`config.mk`:
```
export PLATFORM = sky130hd
export DESIGN_NAME = cadsp_serial_port
export DESIGN_NICKNAME = d
export VERILOG_FILES = /design/src/cadsp_pkg.sv /design/src/cadsp_serial_port.sv
export SDC_FILE = /design/constraint.sdc
export NUM_CORES = 1
export LEC_CHECK = 0
export BUFFER_PORTS_ARGS = -buffer_cell sky130_fd_sc_hd__buf_2
export CORE_MARGIN = 1
export CORE_UTILIZATION = 53
export DETAILED_ROUTE_END_ITERATION = 10
export GPL_TIMING_DRIVEN = 1
export HOLD_SLACK_MARGIN = 0.06
export MAX_ROUTING_LAYER = met4
export PLACE_DENSITY = 0.77
export SYNTH_ARGS = -nofsm -noshare
export SYNTH_HDL_FRONTEND = slang
export SYNTH_SLANG_ARGS = --single-unit
```
`constraint.sdc`:
```
create_clock -name ref_clk -period 3.1 [get_ports ref_clk]
set_input_delay 0.155 -clock ref_clk [delete_from_list [all_inputs] [get_ports ref_clk]]
set_output_delay 0.155 -clock ref_clk [all_outputs]
set_load 0.02 [all_outputs]
```
`src/cadsp_pkg.sv`:
```
// constants and carriers of the cascadable converter serial port
// assumes one reference clock; all timing is counted in its cycles
package cadsp_pkg;

  // ****************************************
  // register map
  // ****************************************
  localparam logic [2:0] SERIAL_MODE_CTRL_OFS        = 3'h0;
  localparam logic [2:0] CLOCK_DIVIDER_CTRL_OFS      = 3'h1;
  localparam logic [2:0] REFERENCE_POWER_CTRL_OFS    = 3'h2;
  localparam logic [2:0] GAIN_POWER_CH12_OFS         = 3'h3;
  localparam logic [2:0] GAIN_POWER_CH34_OFS         = 3'h4;
  localparam logic [2:0] GAIN_POWER_CH56_OFS         = 3'h5;
  localparam logic [2:0] CHANNEL_INPUT_CFG_OFS       = 3'h6;
  localparam logic [2:0] CHANNEL_INVERT_TEST_CFG_OFS = 3'h7;
  localparam logic [7:0] REG_RESET_VAL               = 8'h00;

  // ****************************************
  // field positions
  // ****************************************
  localparam int OPERATING_MODE_BIT    = 0;
  localparam int MIXED_MODE_BIT        = 1;
  localparam int LOOPBACK_BIT          = 3;
  localparam int DEVICE_COUNT_BIT0     = 4;
  localparam int DEVICE_COUNT_BIT2     = 6;
  localparam int SOFT_RESET_BIT        = 7;
  localparam int DECIMATION_RATE_BIT0  = 0;
  localparam int SERIAL_CLOCK_DIV_BIT0 = 2;
  localparam int MASTER_CLOCK_DIV_BIT0 = 4;
  localparam int CONTROL_ECHO_ENABLE   = 7;
  localparam int WORD_CTL_BIT          = 15;
  localparam int WORD_RW_BIT           = 14;
  localparam int WORD_DEV_LO           = 11;
  localparam int WORD_REG_LO           = 8;

  // ****************************************
  // timing
  // ****************************************
  localparam int          WORD_BITS        = 16;
  localparam logic [3:0]  LAST_BIT         = 4'hF;
  localparam logic [2:0]  MASTER_DIV_MAX   = 3'h4;
  localparam int          SAMPLE_BASE_TICKS = 256;

  // ****************************************
  // types
  // ****************************************
  typedef enum logic [0:0] {
    CADSP_IDLE  = 1'b0,
    CADSP_SHIFT = 1'b1
  } cadsp_state_t;

  typedef struct packed {
    logic [7:0][7:0] regs;
  } cadsp_regs_t;

  typedef struct packed {
    logic sclk;
    logic sdofs;
    logic sdo;
  } cadsp_link_t;

endpackage

```
`src/cadsp_serial_port.sv`:
```
// serial port of a six-channel converter: frame master, shared shift
// register, control word decode, eight control registers, clock dividers
// assumes ref_clk is the external master clock; link inputs are synchronous
//
// What this block does
// - every word shifted msb first
// - device alone starts output frames; sdifs starts input when idle
// - mode bit clear: program, registers readable/writable
// - data mode: ignore input, send samples only
// - mixed: control accepted, top bit flags kind
// - one shift register, sample overwrites it
// - serial divider sets words per sample
// - master clock divided by one to five
// - serial clock divides by 2, 4, 8, 16
// - eight 8-bit registers, all reset zero
// - registers update on serial clock falling edge
// - control flag high: control; low invalid in program mode
// - write when rw low and address zero
// - read copies register into data, sends
// - nonzero address: decrement and forward word
// - register address field selects one register
// - low byte carries write or read value
// - mode register field layout
// - divider register field layout
// - device count bits held per device
`timescale 1ns/10ps
module cadsp_serial_port #(
  parameter int SAMPLE_BASE = cadsp_pkg::SAMPLE_BASE_TICKS
) (
  input  wire logic                 ref_clk,
  input  wire logic                 rst_b,
  input  wire logic                 sdi,
  input  wire logic                 sdifs,
  input  wire logic [15:0]          conv_word,
  output cadsp_pkg::cadsp_link_t    link,
  output logic                      sample_evt,
  output logic                      ctl_invalid,
  output cadsp_pkg::cadsp_regs_t    ctrl
);

  // ****************************************
  // state
  // ****************************************
  typedef struct packed {
    cadsp_pkg::cadsp_regs_t  r;
    logic [2:0]              mdiv_cnt;
    logic [2:0]              sdiv_cnt;
    logic [15:0]             samp_cnt;
    logic                    sclk;
    cadsp_pkg::cadsp_state_t st;
    logic [3:0]              bit_cnt;
    logic [15:0]             sr;
    logic                    pend;
    logic                    fs;
    logic                    invalid;
  } cadsp_core_t;

  cadsp_core_t s_r;
  cadsp_core_t s_nxt;
  logic [1:0]  rst_sync_r;
  logic        rst_n;

  // ****************************************
  // reset release
  // ****************************************
  always_ff @(posedge ref_clk or negedge rst_b) begin
    if (!rst_b) begin
      rst_sync_r <= 2'h0;
    end else begin
      rst_sync_r <= {rst_sync_r[0], 1'b1};
    end
  end
  assign rst_n = rst_sync_r[1];

  // ****************************************
  // field decode
  // ****************************************
  logic [7:0]  mode_reg;
  logic [7:0]  clk_reg;
  logic        operating_mode_bit;
  logic        mixed_mode_bit;
  logic        loopback_bit;
  logic        control_echo_enable;
  logic [1:0]  dec_rate;
  logic [1:0]  sclk_div;
  logic [2:0]  mclk_div;
  logic        accept_ctl;
  logic        sdi_eff;

  assign mode_reg            = s_r.r.regs[cadsp_pkg::SERIAL_MODE_CTRL_OFS];
  assign operating_mode_bit  = mode_reg[cadsp_pkg::OPERATING_MODE_BIT];
  assign mixed_mode_bit      = mode_reg[cadsp_pkg::MIXED_MODE_BIT];
  assign loopback_bit        = mode_reg[cadsp_pkg::LOOPBACK_BIT];
  assign clk_reg             = s_r.r.regs[cadsp_pkg::CLOCK_DIVIDER_CTRL_OFS];
  assign control_echo_enable = clk_reg[cadsp_pkg::CONTROL_ECHO_ENABLE];
  assign dec_rate            = clk_reg[cadsp_pkg::DECIMATION_RATE_BIT0 +: 2];
  assign sclk_div            = clk_reg[cadsp_pkg::SERIAL_CLOCK_DIV_BIT0 +: 2];
  assign mclk_div            = clk_reg[cadsp_pkg::MASTER_CLOCK_DIV_BIT0 +: 3];
  assign accept_ctl          = !operating_mode_bit || mixed_mode_bit;
  assign sdi_eff             = loopback_bit ? s_r.sr[15] : sdi;

  // ****************************************
  // clock dividers and sample timer
  // ****************************************
  logic [2:0]  mdiv_lim;
  logic [2:0]  sdiv_mask;
  logic [15:0] samp_lim;
  logic        dm_tick;
  logic        sc_tick;
  logic        rise;
  logic        fall;
  logic        samp_go;

  assign mdiv_lim = (mclk_div <= cadsp_pkg::MASTER_DIV_MAX) ? mclk_div : 3'h0;
  assign dm_tick  = (s_r.mdiv_cnt == mdiv_lim);

  always_comb begin
    unique case (sclk_div)
      2'h0: sdiv_mask = 3'h0;
      2'h1: sdiv_mask = 3'h1;
      2'h2: sdiv_mask = 3'h3;
      2'h3: sdiv_mask = 3'h7;
    endcase
  end
  assign sc_tick = dm_tick && ((s_r.sdiv_cnt | ~sdiv_mask) == 3'h7);
  assign rise    = sc_tick && !s_r.sclk;
  assign fall    = sc_tick && s_r.sclk;

  always_comb begin
    unique case (dec_rate)
      2'h0: samp_lim = 16'((SAMPLE_BASE << 3) - 1);
      2'h1: samp_lim = 16'((SAMPLE_BASE << 2) - 1);
      2'h2: samp_lim = 16'((SAMPLE_BASE << 1) - 1);
      2'h3: samp_lim = 16'(SAMPLE_BASE - 1);
    endcase
  end
  assign samp_go = dm_tick && (s_r.samp_cnt >= samp_lim);

  // ****************************************
  // word decode
  // ****************************************
  logic [15:0] shifted;
  logic        word_done;
  logic [2:0]  dev_addr;
  logic [2:0]  reg_addr;
  logic        is_ctl;
  logic        is_read;
  logic        fwd_go;
  logic        wr_go;
  logic        rd_go;
  logic        bad_go;
  logic        in_start;

  assign shifted   = {s_r.sr[14:0], sdi_eff};
  assign in_start  = fall && (s_r.st == cadsp_pkg::CADSP_IDLE) && sdifs;
  assign word_done = fall && (s_r.st == cadsp_pkg::CADSP_SHIFT)
                     && (s_r.bit_cnt == cadsp_pkg::LAST_BIT);
  assign dev_addr  = shifted[cadsp_pkg::WORD_DEV_LO +: 3];
  assign reg_addr  = shifted[cadsp_pkg::WORD_REG_LO +: 3];
  assign is_ctl    = shifted[cadsp_pkg::WORD_CTL_BIT];
  assign is_read   = shifted[cadsp_pkg::WORD_RW_BIT];
  assign fwd_go    = word_done && !samp_go && accept_ctl && is_ctl && (dev_addr != 3'h0);
  assign wr_go     = word_done && !samp_go && accept_ctl && is_ctl && (dev_addr == 3'h0)
                     && !is_read;
  assign rd_go     = word_done && !samp_go && accept_ctl && is_ctl && (dev_addr == 3'h0)
                     && is_read;
  assign bad_go    = word_done && !samp_go && !operating_mode_bit && !mixed_mode_bit
                     && !is_ctl;

  // ****************************************
  // next state
  // ****************************************
  always_comb begin
    s_nxt         = s_r;
    s_nxt.invalid = bad_go;
    s_nxt.mdiv_cnt = dm_tick ? 3'h0 : 3'(s_r.mdiv_cnt + 3'h1);
    if (dm_tick) begin
      s_nxt.sdiv_cnt = 3'(s_r.sdiv_cnt + 3'h1);
      s_nxt.samp_cnt = samp_go ? 16'h0000 : 16'(s_r.samp_cnt + 16'h0001);
    end
    if (sc_tick) begin
      s_nxt.sclk = !s_r.sclk;
    end
    // output frames start from device side; sdifs also starts input shifting when idle
    if (rise) begin
      if (s_r.pend) begin
        s_nxt.fs      = 1'b1;
        s_nxt.pend    = 1'b0;
        s_nxt.st      = cadsp_pkg::CADSP_SHIFT;
        s_nxt.bit_cnt = 4'h0;
      end else begin
        s_nxt.fs = 1'b0;
      end
    end
    if (in_start) begin
      s_nxt.sr      = shifted;
      s_nxt.st      = cadsp_pkg::CADSP_SHIFT;
      s_nxt.bit_cnt = 4'h1;
    end else if (fall && (s_r.st == cadsp_pkg::CADSP_SHIFT)) begin
      s_nxt.sr      = shifted;
      s_nxt.bit_cnt = 4'(s_r.bit_cnt + 4'h1);
      if (word_done) begin
        s_nxt.st = cadsp_pkg::CADSP_IDLE;
      end
    end
    if (fwd_go) begin
      s_nxt.sr[cadsp_pkg::WORD_DEV_LO +: 3] = 3'(dev_addr - 3'h1);
      s_nxt.pend                           = 1'b1;
    end
    if (wr_go) begin
      s_nxt.r.regs[reg_addr] = shifted[7:0];
      if ((reg_addr == cadsp_pkg::SERIAL_MODE_CTRL_OFS)
          && shifted[cadsp_pkg::SOFT_RESET_BIT]) begin
        s_nxt.r.regs = {8{cadsp_pkg::REG_RESET_VAL}};
      end
      s_nxt.pend = control_echo_enable;
    end
    if (rd_go) begin
      s_nxt.sr[7:0] = s_r.r.regs[reg_addr];
      s_nxt.pend    = 1'b1;
    end
    if (samp_go) begin
      // mixed mode flags data with zero
      s_nxt.sr      = mixed_mode_bit ? {1'b0, conv_word[15:1]} : conv_word;
      s_nxt.pend    = 1'b1;
      s_nxt.st      = cadsp_pkg::CADSP_IDLE;
      s_nxt.bit_cnt = 4'h0;
    end
  end

  // ****************************************
  // state register
  // ****************************************
  // all registers reset to zero
  always_ff @(posedge ref_clk or negedge rst_n) begin
    if (!rst_n) begin
      s_r.r        <= '{regs: {8{cadsp_pkg::REG_RESET_VAL}}};
      s_r.mdiv_cnt <= 3'h0;
      s_r.sdiv_cnt <= 3'h0;
      s_r.samp_cnt <= 16'h0000;
      s_r.sclk     <= 1'b0;
      s_r.st       <= cadsp_pkg::CADSP_IDLE;
      s_r.bit_cnt  <= 4'h0;
      s_r.sr       <= 16'h0000;
      s_r.pend     <= 1'b0;
      s_r.fs       <= 1'b0;
      s_r.invalid  <= 1'b0;
    end else begin
      s_r <= s_nxt;
    end
  end

  // ****************************************
  // outputs
  // ****************************************
  assign link        = '{sclk: s_r.sclk, sdofs: s_r.fs, sdo: s_r.sr[15]};
  assign sample_evt  = samp_go;
  assign ctl_invalid = s_r.invalid;
  assign ctrl        = s_r.r;

  // ****************************************
  // checks
  // ****************************************
  a_sclk_tick: assert property (
    @(posedge ref_clk) disable iff (!rst_n)
    (s_r.sclk != $past(s_r.sclk)) |-> $past(sc_tick))
    else $error("serial clock moved without a divider tick");

  a_msb_shift: assert property (
    @(posedge ref_clk) disable iff (!rst_n)
    (fall && s_r.st == cadsp_pkg::CADSP_SHIFT && !samp_go && !wr_go && !rd_go && !fwd_go)
    |=> (s_r.sr == {$past(s_r.sr[14:0]), $past(sdi_eff)}))
    else $error("shift register did not move msb first");

  a_sample_load: assert property (
    @(posedge ref_clk) disable iff (!rst_n)
    (samp_go && !mixed_mode_bit) |=> (s_r.sr == $past(conv_word)) && s_r.pend)
    else $error("sample not loaded into shift register");

  a_mixed_flag: assert property (
    @(posedge ref_clk) disable iff (!rst_n)
    (samp_go && mixed_mode_bit) |=> (s_r.sr[15] == 1'b0))
    else $error("mixed mode sample flag not clear");

  a_data_ignore: assert property (
    @(posedge ref_clk) disable iff (!rst_n)
    (word_done && operating_mode_bit && !mixed_mode_bit) |=> (s_r.r == $past(s_r.r)))
    else $error("data mode accepted an incoming word");

  a_reg_write: assert property (
    @(posedge ref_clk) disable iff (!rst_n)
    (wr_go && !(reg_addr == 3'h0 && shifted[7]))
    |=> (s_r.r.regs[$past(reg_addr)] == $past(shifted[7:0])))
    else $error("register write lost");

  a_read_copy: assert property (
    @(posedge ref_clk) disable iff (!rst_n)
    rd_go |=> (s_r.sr[7:0] == $past(s_r.r.regs[reg_addr])) && s_r.pend)
    else $error("read data not placed in word");

  a_fwd_dec: assert property (
    @(posedge ref_clk) disable iff (!rst_n)
    fwd_go |=> (s_r.sr[13:11] == 3'($past(dev_addr) - 3'h1)) && (s_r.r == $past(s_r.r)))
    else $error("forwarded address not decremented");

  a_bad_flag: assert property (
    @(posedge ref_clk) disable iff (!rst_n)
    (word_done && !samp_go && !operating_mode_bit && !mixed_mode_bit && !is_ctl)
    |=> ctl_invalid)
    else $error("invalid word not flagged");

  a_fs_start: assert property (
    @(posedge ref_clk) disable iff (!rst_n)
    $rose(link.sdofs) |-> $past(rise) && $past(s_r.pend) && link.sclk)
    else $error("frame sync not tied to a rising edge");

  a_mdiv_two: assert property (
    @(posedge ref_clk) disable iff (!rst_n)
    (dm_tick && mclk_div == 3'h1 && $past(mclk_div) == 3'h1 && !wr_go) |=> !dm_tick)
    else $error("divide by two ticked twice in a row");

  a_mdiv_three: assert property (
    @(posedge ref_clk) disable iff (!rst_n)
    (dm_tick && mclk_div == 3'h2 && !wr_go) |=> !dm_tick ##1 !dm_tick ##1 dm_tick)
    else $error("divide by three tick spacing wrong");

endmodule

```
# Yosys cells after proc, flatten, opt, wreduce, memory -nomap -nowiden
# Index checks and enable logic that the tools add are counted.
# totals
register_bits	113
in_bits	20
output_inout_bits	69
elab_cells	106
# op_classes
addsub	5
order_cmp	4
n_eq_ne	9
muxes	25
n_bitwise	3
reduce_logical	39
# op_table
operator	n
64-bit bitwise mux	1
64-bit two-way mux	1
16-bit case mux with 4 select lines	1
21-bit two-way mux	2
16-bit two-way mux	2
8-bit binary-select mux with 3-bit select	1
8-bit demux with 3-bit select	1
22-bit two-way mux	1
1-bit logical AND	20
16-bit by 1-bit adder with 16-bit output, second input constant	1
16-bit greater-or-equal comparator	1
8-bit two-way mux	2
4-bit nonzero test	4
3-bit case mux with 4 select lines	1
5-bit two-way mux	2
3-bit two-way mux	3
9-bit two-way mux	1
2-bit equality test, second input constant	4
3-bit by 1-bit adder with 3-bit output, second input constant	2
1-bit logical NOT	6
3-bit logical NOT	2
3-bit nonzero test	2
1-bit two-way mux	5
5-bit nonzero test	1
16 further kinds	18

# Depth between registers and ports, before layout
# logic_depth
word_depth	17
mapped_depth	10
ltp_nobuf	8

# Worst setup path after synthesis
# Ideal clock, no wire load.
# synth_timing
path_kind	reg2reg
start	reg s_r (netlist bit clk_reg[0])
end	reg s_r (netlist bit mode_reg[0])
setup_time_ns	0.125
arrival_ns	2.320
path_slack_ns	0.655
path_stages_with_launch	10
synth_period_minus_slack_ns	2.445
cell_sequence	dfrtp_1 or2_2 ha_1 or4_1 nor3_2 o21a_1 and3_1 buf_4 nand3b_4 mux2_4
# synth_via
elab_chain_cells	10
elab_cells_between_ends	13
cone_classes	order compare (1); eq/ne (3); mux (1); reduce/logical (8)
# synth_lines
element	line_no	source
start, declared	cadsp_serial_port.sv:58	cadsp_core_t s_r;
start signal, assigned	cadsp_serial_port.sv:249	s_r <= s_nxt;
2-bit equality test (tied with other cells)	cadsp_serial_port.sv:130	unique case (dec_rate)
16-bit case mux with 4 select lines (*)	cadsp_serial_port.sv:130	
16-bit greater-or-equal comparator (*)	cadsp_serial_port.sv:137	assign samp_go = dm_tick && (s_r.samp_cnt >= samp_lim);
1-bit logical AND (*)	cadsp_serial_port.sv:137	
1-bit logical NOT (*)	cadsp_serial_port.sv:163	assign wr_go = word_done && !samp_go && accept_ctl && is_ctl && (dev_addr == 3'h0)
1-bit logical AND (*) (4 in a row)	cadsp_serial_port.sv:163	
1-bit logical AND (*)	cadsp_serial_port.sv:164	&& !is_read;
# Mark *: on every way between the ends. The rest lies on a longest branch, timed or not. The select of a mux whose other input is x is not followed.
# A chain may end at the register's enable or synchronous reset.

# Worst setup path after layout
# layout_timing
start	reg s_r (netlist bit clk_reg[1])
end	out sample_evt
# layout_via
elab_chain_cells	4
elab_cells_between_ends	7
cone_classes	order compare (1); eq/ne (3); mux (1); reduce/logical (2)
# layout_lines
element	line_no	source
2-bit equality test (tied with other cells)	cadsp_serial_port.sv:130	
16-bit case mux with 4 select lines (*)	cadsp_serial_port.sv:130	
16-bit greater-or-equal comparator (*)	cadsp_serial_port.sv:137	
1-bit logical AND (*)	cadsp_serial_port.sv:137	
end, declared	cadsp_serial_port.sv:36	output logic sample_evt,
# Marked as above.

==> flow_metrics.env <==
export IMPL_post_drt_wl_per_cell_um=20.5
export IMPL_firstDrtPassIters=6
export IMPL_finalNetCount=701
export IMPL_largest_reg_flops=48
export IMPL_worst_path_max_delay_cell="dfrtp_1"
export IMPL_synth_sequential_area_ratio_pct=43.6
export IMPL_maximum_clock_frequency_mhz=337
export IMPL_worstSetupPathType="reg2out"
export IMPL_vias_per_cell=6.25
export IMPL_synthDominantCellAreaShare_pct=43.6
export IMPL_drc=0
export IMPL_report_final_setup_viol=0
export IMPL_layout_cells_most_common="dfrtp_1"
export IMPL_timing_final_crit_share_pct=95.7
export IMPL_grt_antenna_before_repair=0
export IMPL_count_of_endpoints_failing_hold_in_the_final_timing_report=0
export IMPL_min_delay_path_class="in2reg"
export IMPL_critPathCapture="sample_evt"
export IMPL_post_synth_top_area_cell="dfrtp_1"
export IMPL_detail_route_wirelength_um=17000
export IMPL_yosys_warning_total=0
export IMPL_cellPowerDensity_mw_per_mm2=728
export IMPL_crit_required_ns=2.94
export IMPL_final_antenna_net_count=0
export IMPL_slew_violations=0
export IMPL_design_die_area_mm2=0.0127
export IMPL_post_synth_instance_area_mm2=0.00648
export IMPL_reg2reg_setup_slack_ns=0.26
export IMPL_drv_max_cap_violation_count=0
export IMPL_tightestPinTransition_ns=0.773
export IMPL_die_width_um=113
export IMPL_clk_root_buf="clkbuf_16"
export IMPL_synth_lib_cells_used_distinct=65
export IMPL_detail_route_iter0_violations=425
export IMPL_slowest_delay_ns=0.44
export IMPL_chipHeight_um=113
export IMPL_static_leakage_nw=3.41
export IMPL_synth_async_sr_flop_share_pct=100
export IMPL_final_weighted_congestion_in_routability_driven_placement=0.911
export IMPL_cp_max_fo=30
export IMPL_multiInputGateArea_mm2=0.00292
export IMPL_largest_net_degree_at_the_start_of_global_routing=58
export IMPL_global_route_usage_total_pct=29.0
export IMPL_layout_drive_gt1_share_pct=26.3
export IMPL_layout_core_utilization_pct=60.3
export IMPL_start_kind="flip-flop"
export IMPL_fillers=991
export IMPL_slew_headroom_pct=48.5
export IMPL_worst_path_cell_trace="and2_1 -> ha_1 -> nand3_1 -> o31a_1 -> o21a_1 -> buf_12 -> nor2_1 -> buf_6 -> buf_2"
export IMPL_detailroute_via_count=5198
export IMPL_run_status="finished clean"
export IMPL_layout_min_cycle_time_ns=2.97
export IMPL_core_rowCount=40
export IMPL_dpl_hpwl_um=11900
export IMPL_floorplan_io_pins=89
export IMPL_path_delay_family="simple AND/OR/NAND/NOR gates"
export IMPL_clk_transition_reported_paths_ns=0.05
export IMPL_cp_buffers_inverters=3
export IMPL_grt_first_pass_wirelength_um=26800
export IMPL_ranking_of_synthesized_cells_by_area="dfrtp_1 (44%), buf_4 (8.2%), a22o_1 (5.0%)"
export IMPL_cp_end_kind="primary output"
export IMPL_placeable_core_region_mm2=0.0120
export IMPL_synthToLayoutAreaGrowth_pct=11.3
export IMPL_logic_depth_of_the_worst_setup_path_including_buffers=9
export IMPL_globalRoute_totalOverflow=0
export IMPL_unrepaired_setup_endpoints_after_global_routing="true"
export IMPL_cts_tree="yes"
export IMPL_cts_sinks=113
export IMPL_synthesized_flop_and_latch_total=113
export IMPL_synth_nets=680
export IMPL_first_global_vias=4939
export IMPL_deepest_level_of_the_cts_h_tree=4
export IMPL_clkLatencyLatePin_ns=0.42
export IMPL_dominantRegCellSynth="dfrtp_1"
export IMPL_reg2reg_from="clk_reg[1]"
export IMPL_worst_case_hold_slack_ns=0.131
export IMPL_synth_edff_count=0
export IMPL_mostFrequentLayoutCells="dfrtp_1 (112), buf_2 (88), nand2_1 (63)"
export IMPL_numPortBuffers=88
export IMPL_layout_area_seq_mm2=0.00283
export IMPL_clock_skew_final_ns=0.00678
export IMPL_cp_startpoint="clk_reg[1]"
export IMPL_postSynthCellCount=651
export IMPL_number_of_cells_on_the_worst_reg_to_reg_path=9
export IMPL_cp_arrival_ns=2.81
export IMPL_vdd_ir_drop_max_mv=0.518
export IMPL_initial_core_util_pct=54.2
export IMPL_reg2reg_to="ctrl[41]"
export IMPL_syn_avg_cell_area_um2=9.96
export IMPL_clock_tree_buffer_depth=2
export IMPL_numCtsBuffers=17
export IMPL_antennaDiodeCount=0
==> what timing repair did <==
| action | in CTS | in global routing |
|---|---|---|
| setup endpoints to repair | 1 | 5 |
| setup buffers | 0 | 0 |
| hold buffers | 2 | 0 |
| endpoints found under the hold margin | 2 | 0 |
| resized for setup | 1 | 4 |
==> worst min path at each step <==
stage | from | endpoint | slack [ns] | cells past startpoint
global route | sdifs | s_r[23] | 0.14 | 3
floorplan | rst_b | rst_sync_r[0] | -0.14 | 0
finish | conv_word[3] | s_r[6] | 0.13 | 4
detailed placement | rst_b | rst_sync_r[0] | -0.06 | 1
global placement | rst_b | rst_sync_r[0] | -0.06 | 1
CTS | conv_word[3] | s_r[6] | 0.11 | 4
==> where the power goes <==
part	total (mW)	switching, mW	internal (mW)
Clock	1.98	0.707	1.28
Combinational	1.21	0.682	0.527
Sequential	2.06	0.403	1.66
==> cells in the mapped netlist, types with 5 or more instances <==
library cell and number:
a21oi_1 23, a22o_1 37, a31oi_1 6, buf_2 13, buf_4 71, clkbuf_1 15, dfrtp_1 113, ha_1 9
inv_1 16, mux2_2 17, mux2_4 7, mux2i_1 19, mux4_2 8, nand2_1 63, nand2b_1 8, nand3_1 17
nor2_1 40, nor2b_1 9, nor3_1 13, o211ai_1 5, o21ai_0 33, o22ai_1 12, o2bb2ai_1 5, or3_1 5
xnor2_1 9
==> cell families (layout without fill, tap and decap cells) <==
group	count (synthesis)	after routing	share of synthesized area (%)
other cells	1	1	0.0578
simple gates	187	187	14.0
flops	113	113	43.6
mux	51	51	10.3
fa+ha+maj	9	9	1.74
xor+xnor	12	12	1.62
buf+inv	119	153	11.4
compound gates	159	159	17.3
==> layer usage <==
metal	vias up	global-route usage, %	routed length, um	share of wire [%]
met4	0	13.6	497	2.9
met2	300	43.5	7960	47
met3	42	6.59	1570	9.2
met5	-	-	0	0
met1	2527	37.4	6990	41
li1	2329	-	-	-
==> worst min-delay path, stage by stage <==
cell and delay, ns:
buf_2 0.11, mux2_2 0.14, a22oi_1 0.05, o31ai_1 0.06
==> per-stage QoR <==
stage	worst slack [ns]	instance area [um2]	power (mW)	cells	TNS, ns
6_report	0.133	7220	5.25	832	0
3_3_place_gp	0.301	6570	3.21	798	0
4_1_cts	0.0538	7200	5.25	832	0
2_1_floorplan	0.655	6490	2.89	651	0
3_5_place_dp	0.241	6570	3.25	798	0
5_1_grt	-0.000330	7220	5.48	832	-0.000330
==> cell type report <==
cell class,count,share of cell area [%]
Clock inverter,14,2.29
Tap cell,147,2.55
Clock buffer,18,6.09
Timing Repair Buffer,105,8.51
Sequential cell,113,39.2
Inverter,16,0.832
Multi-Input combinational cell,419,40.5
Power figures use the tool's default switching activity.
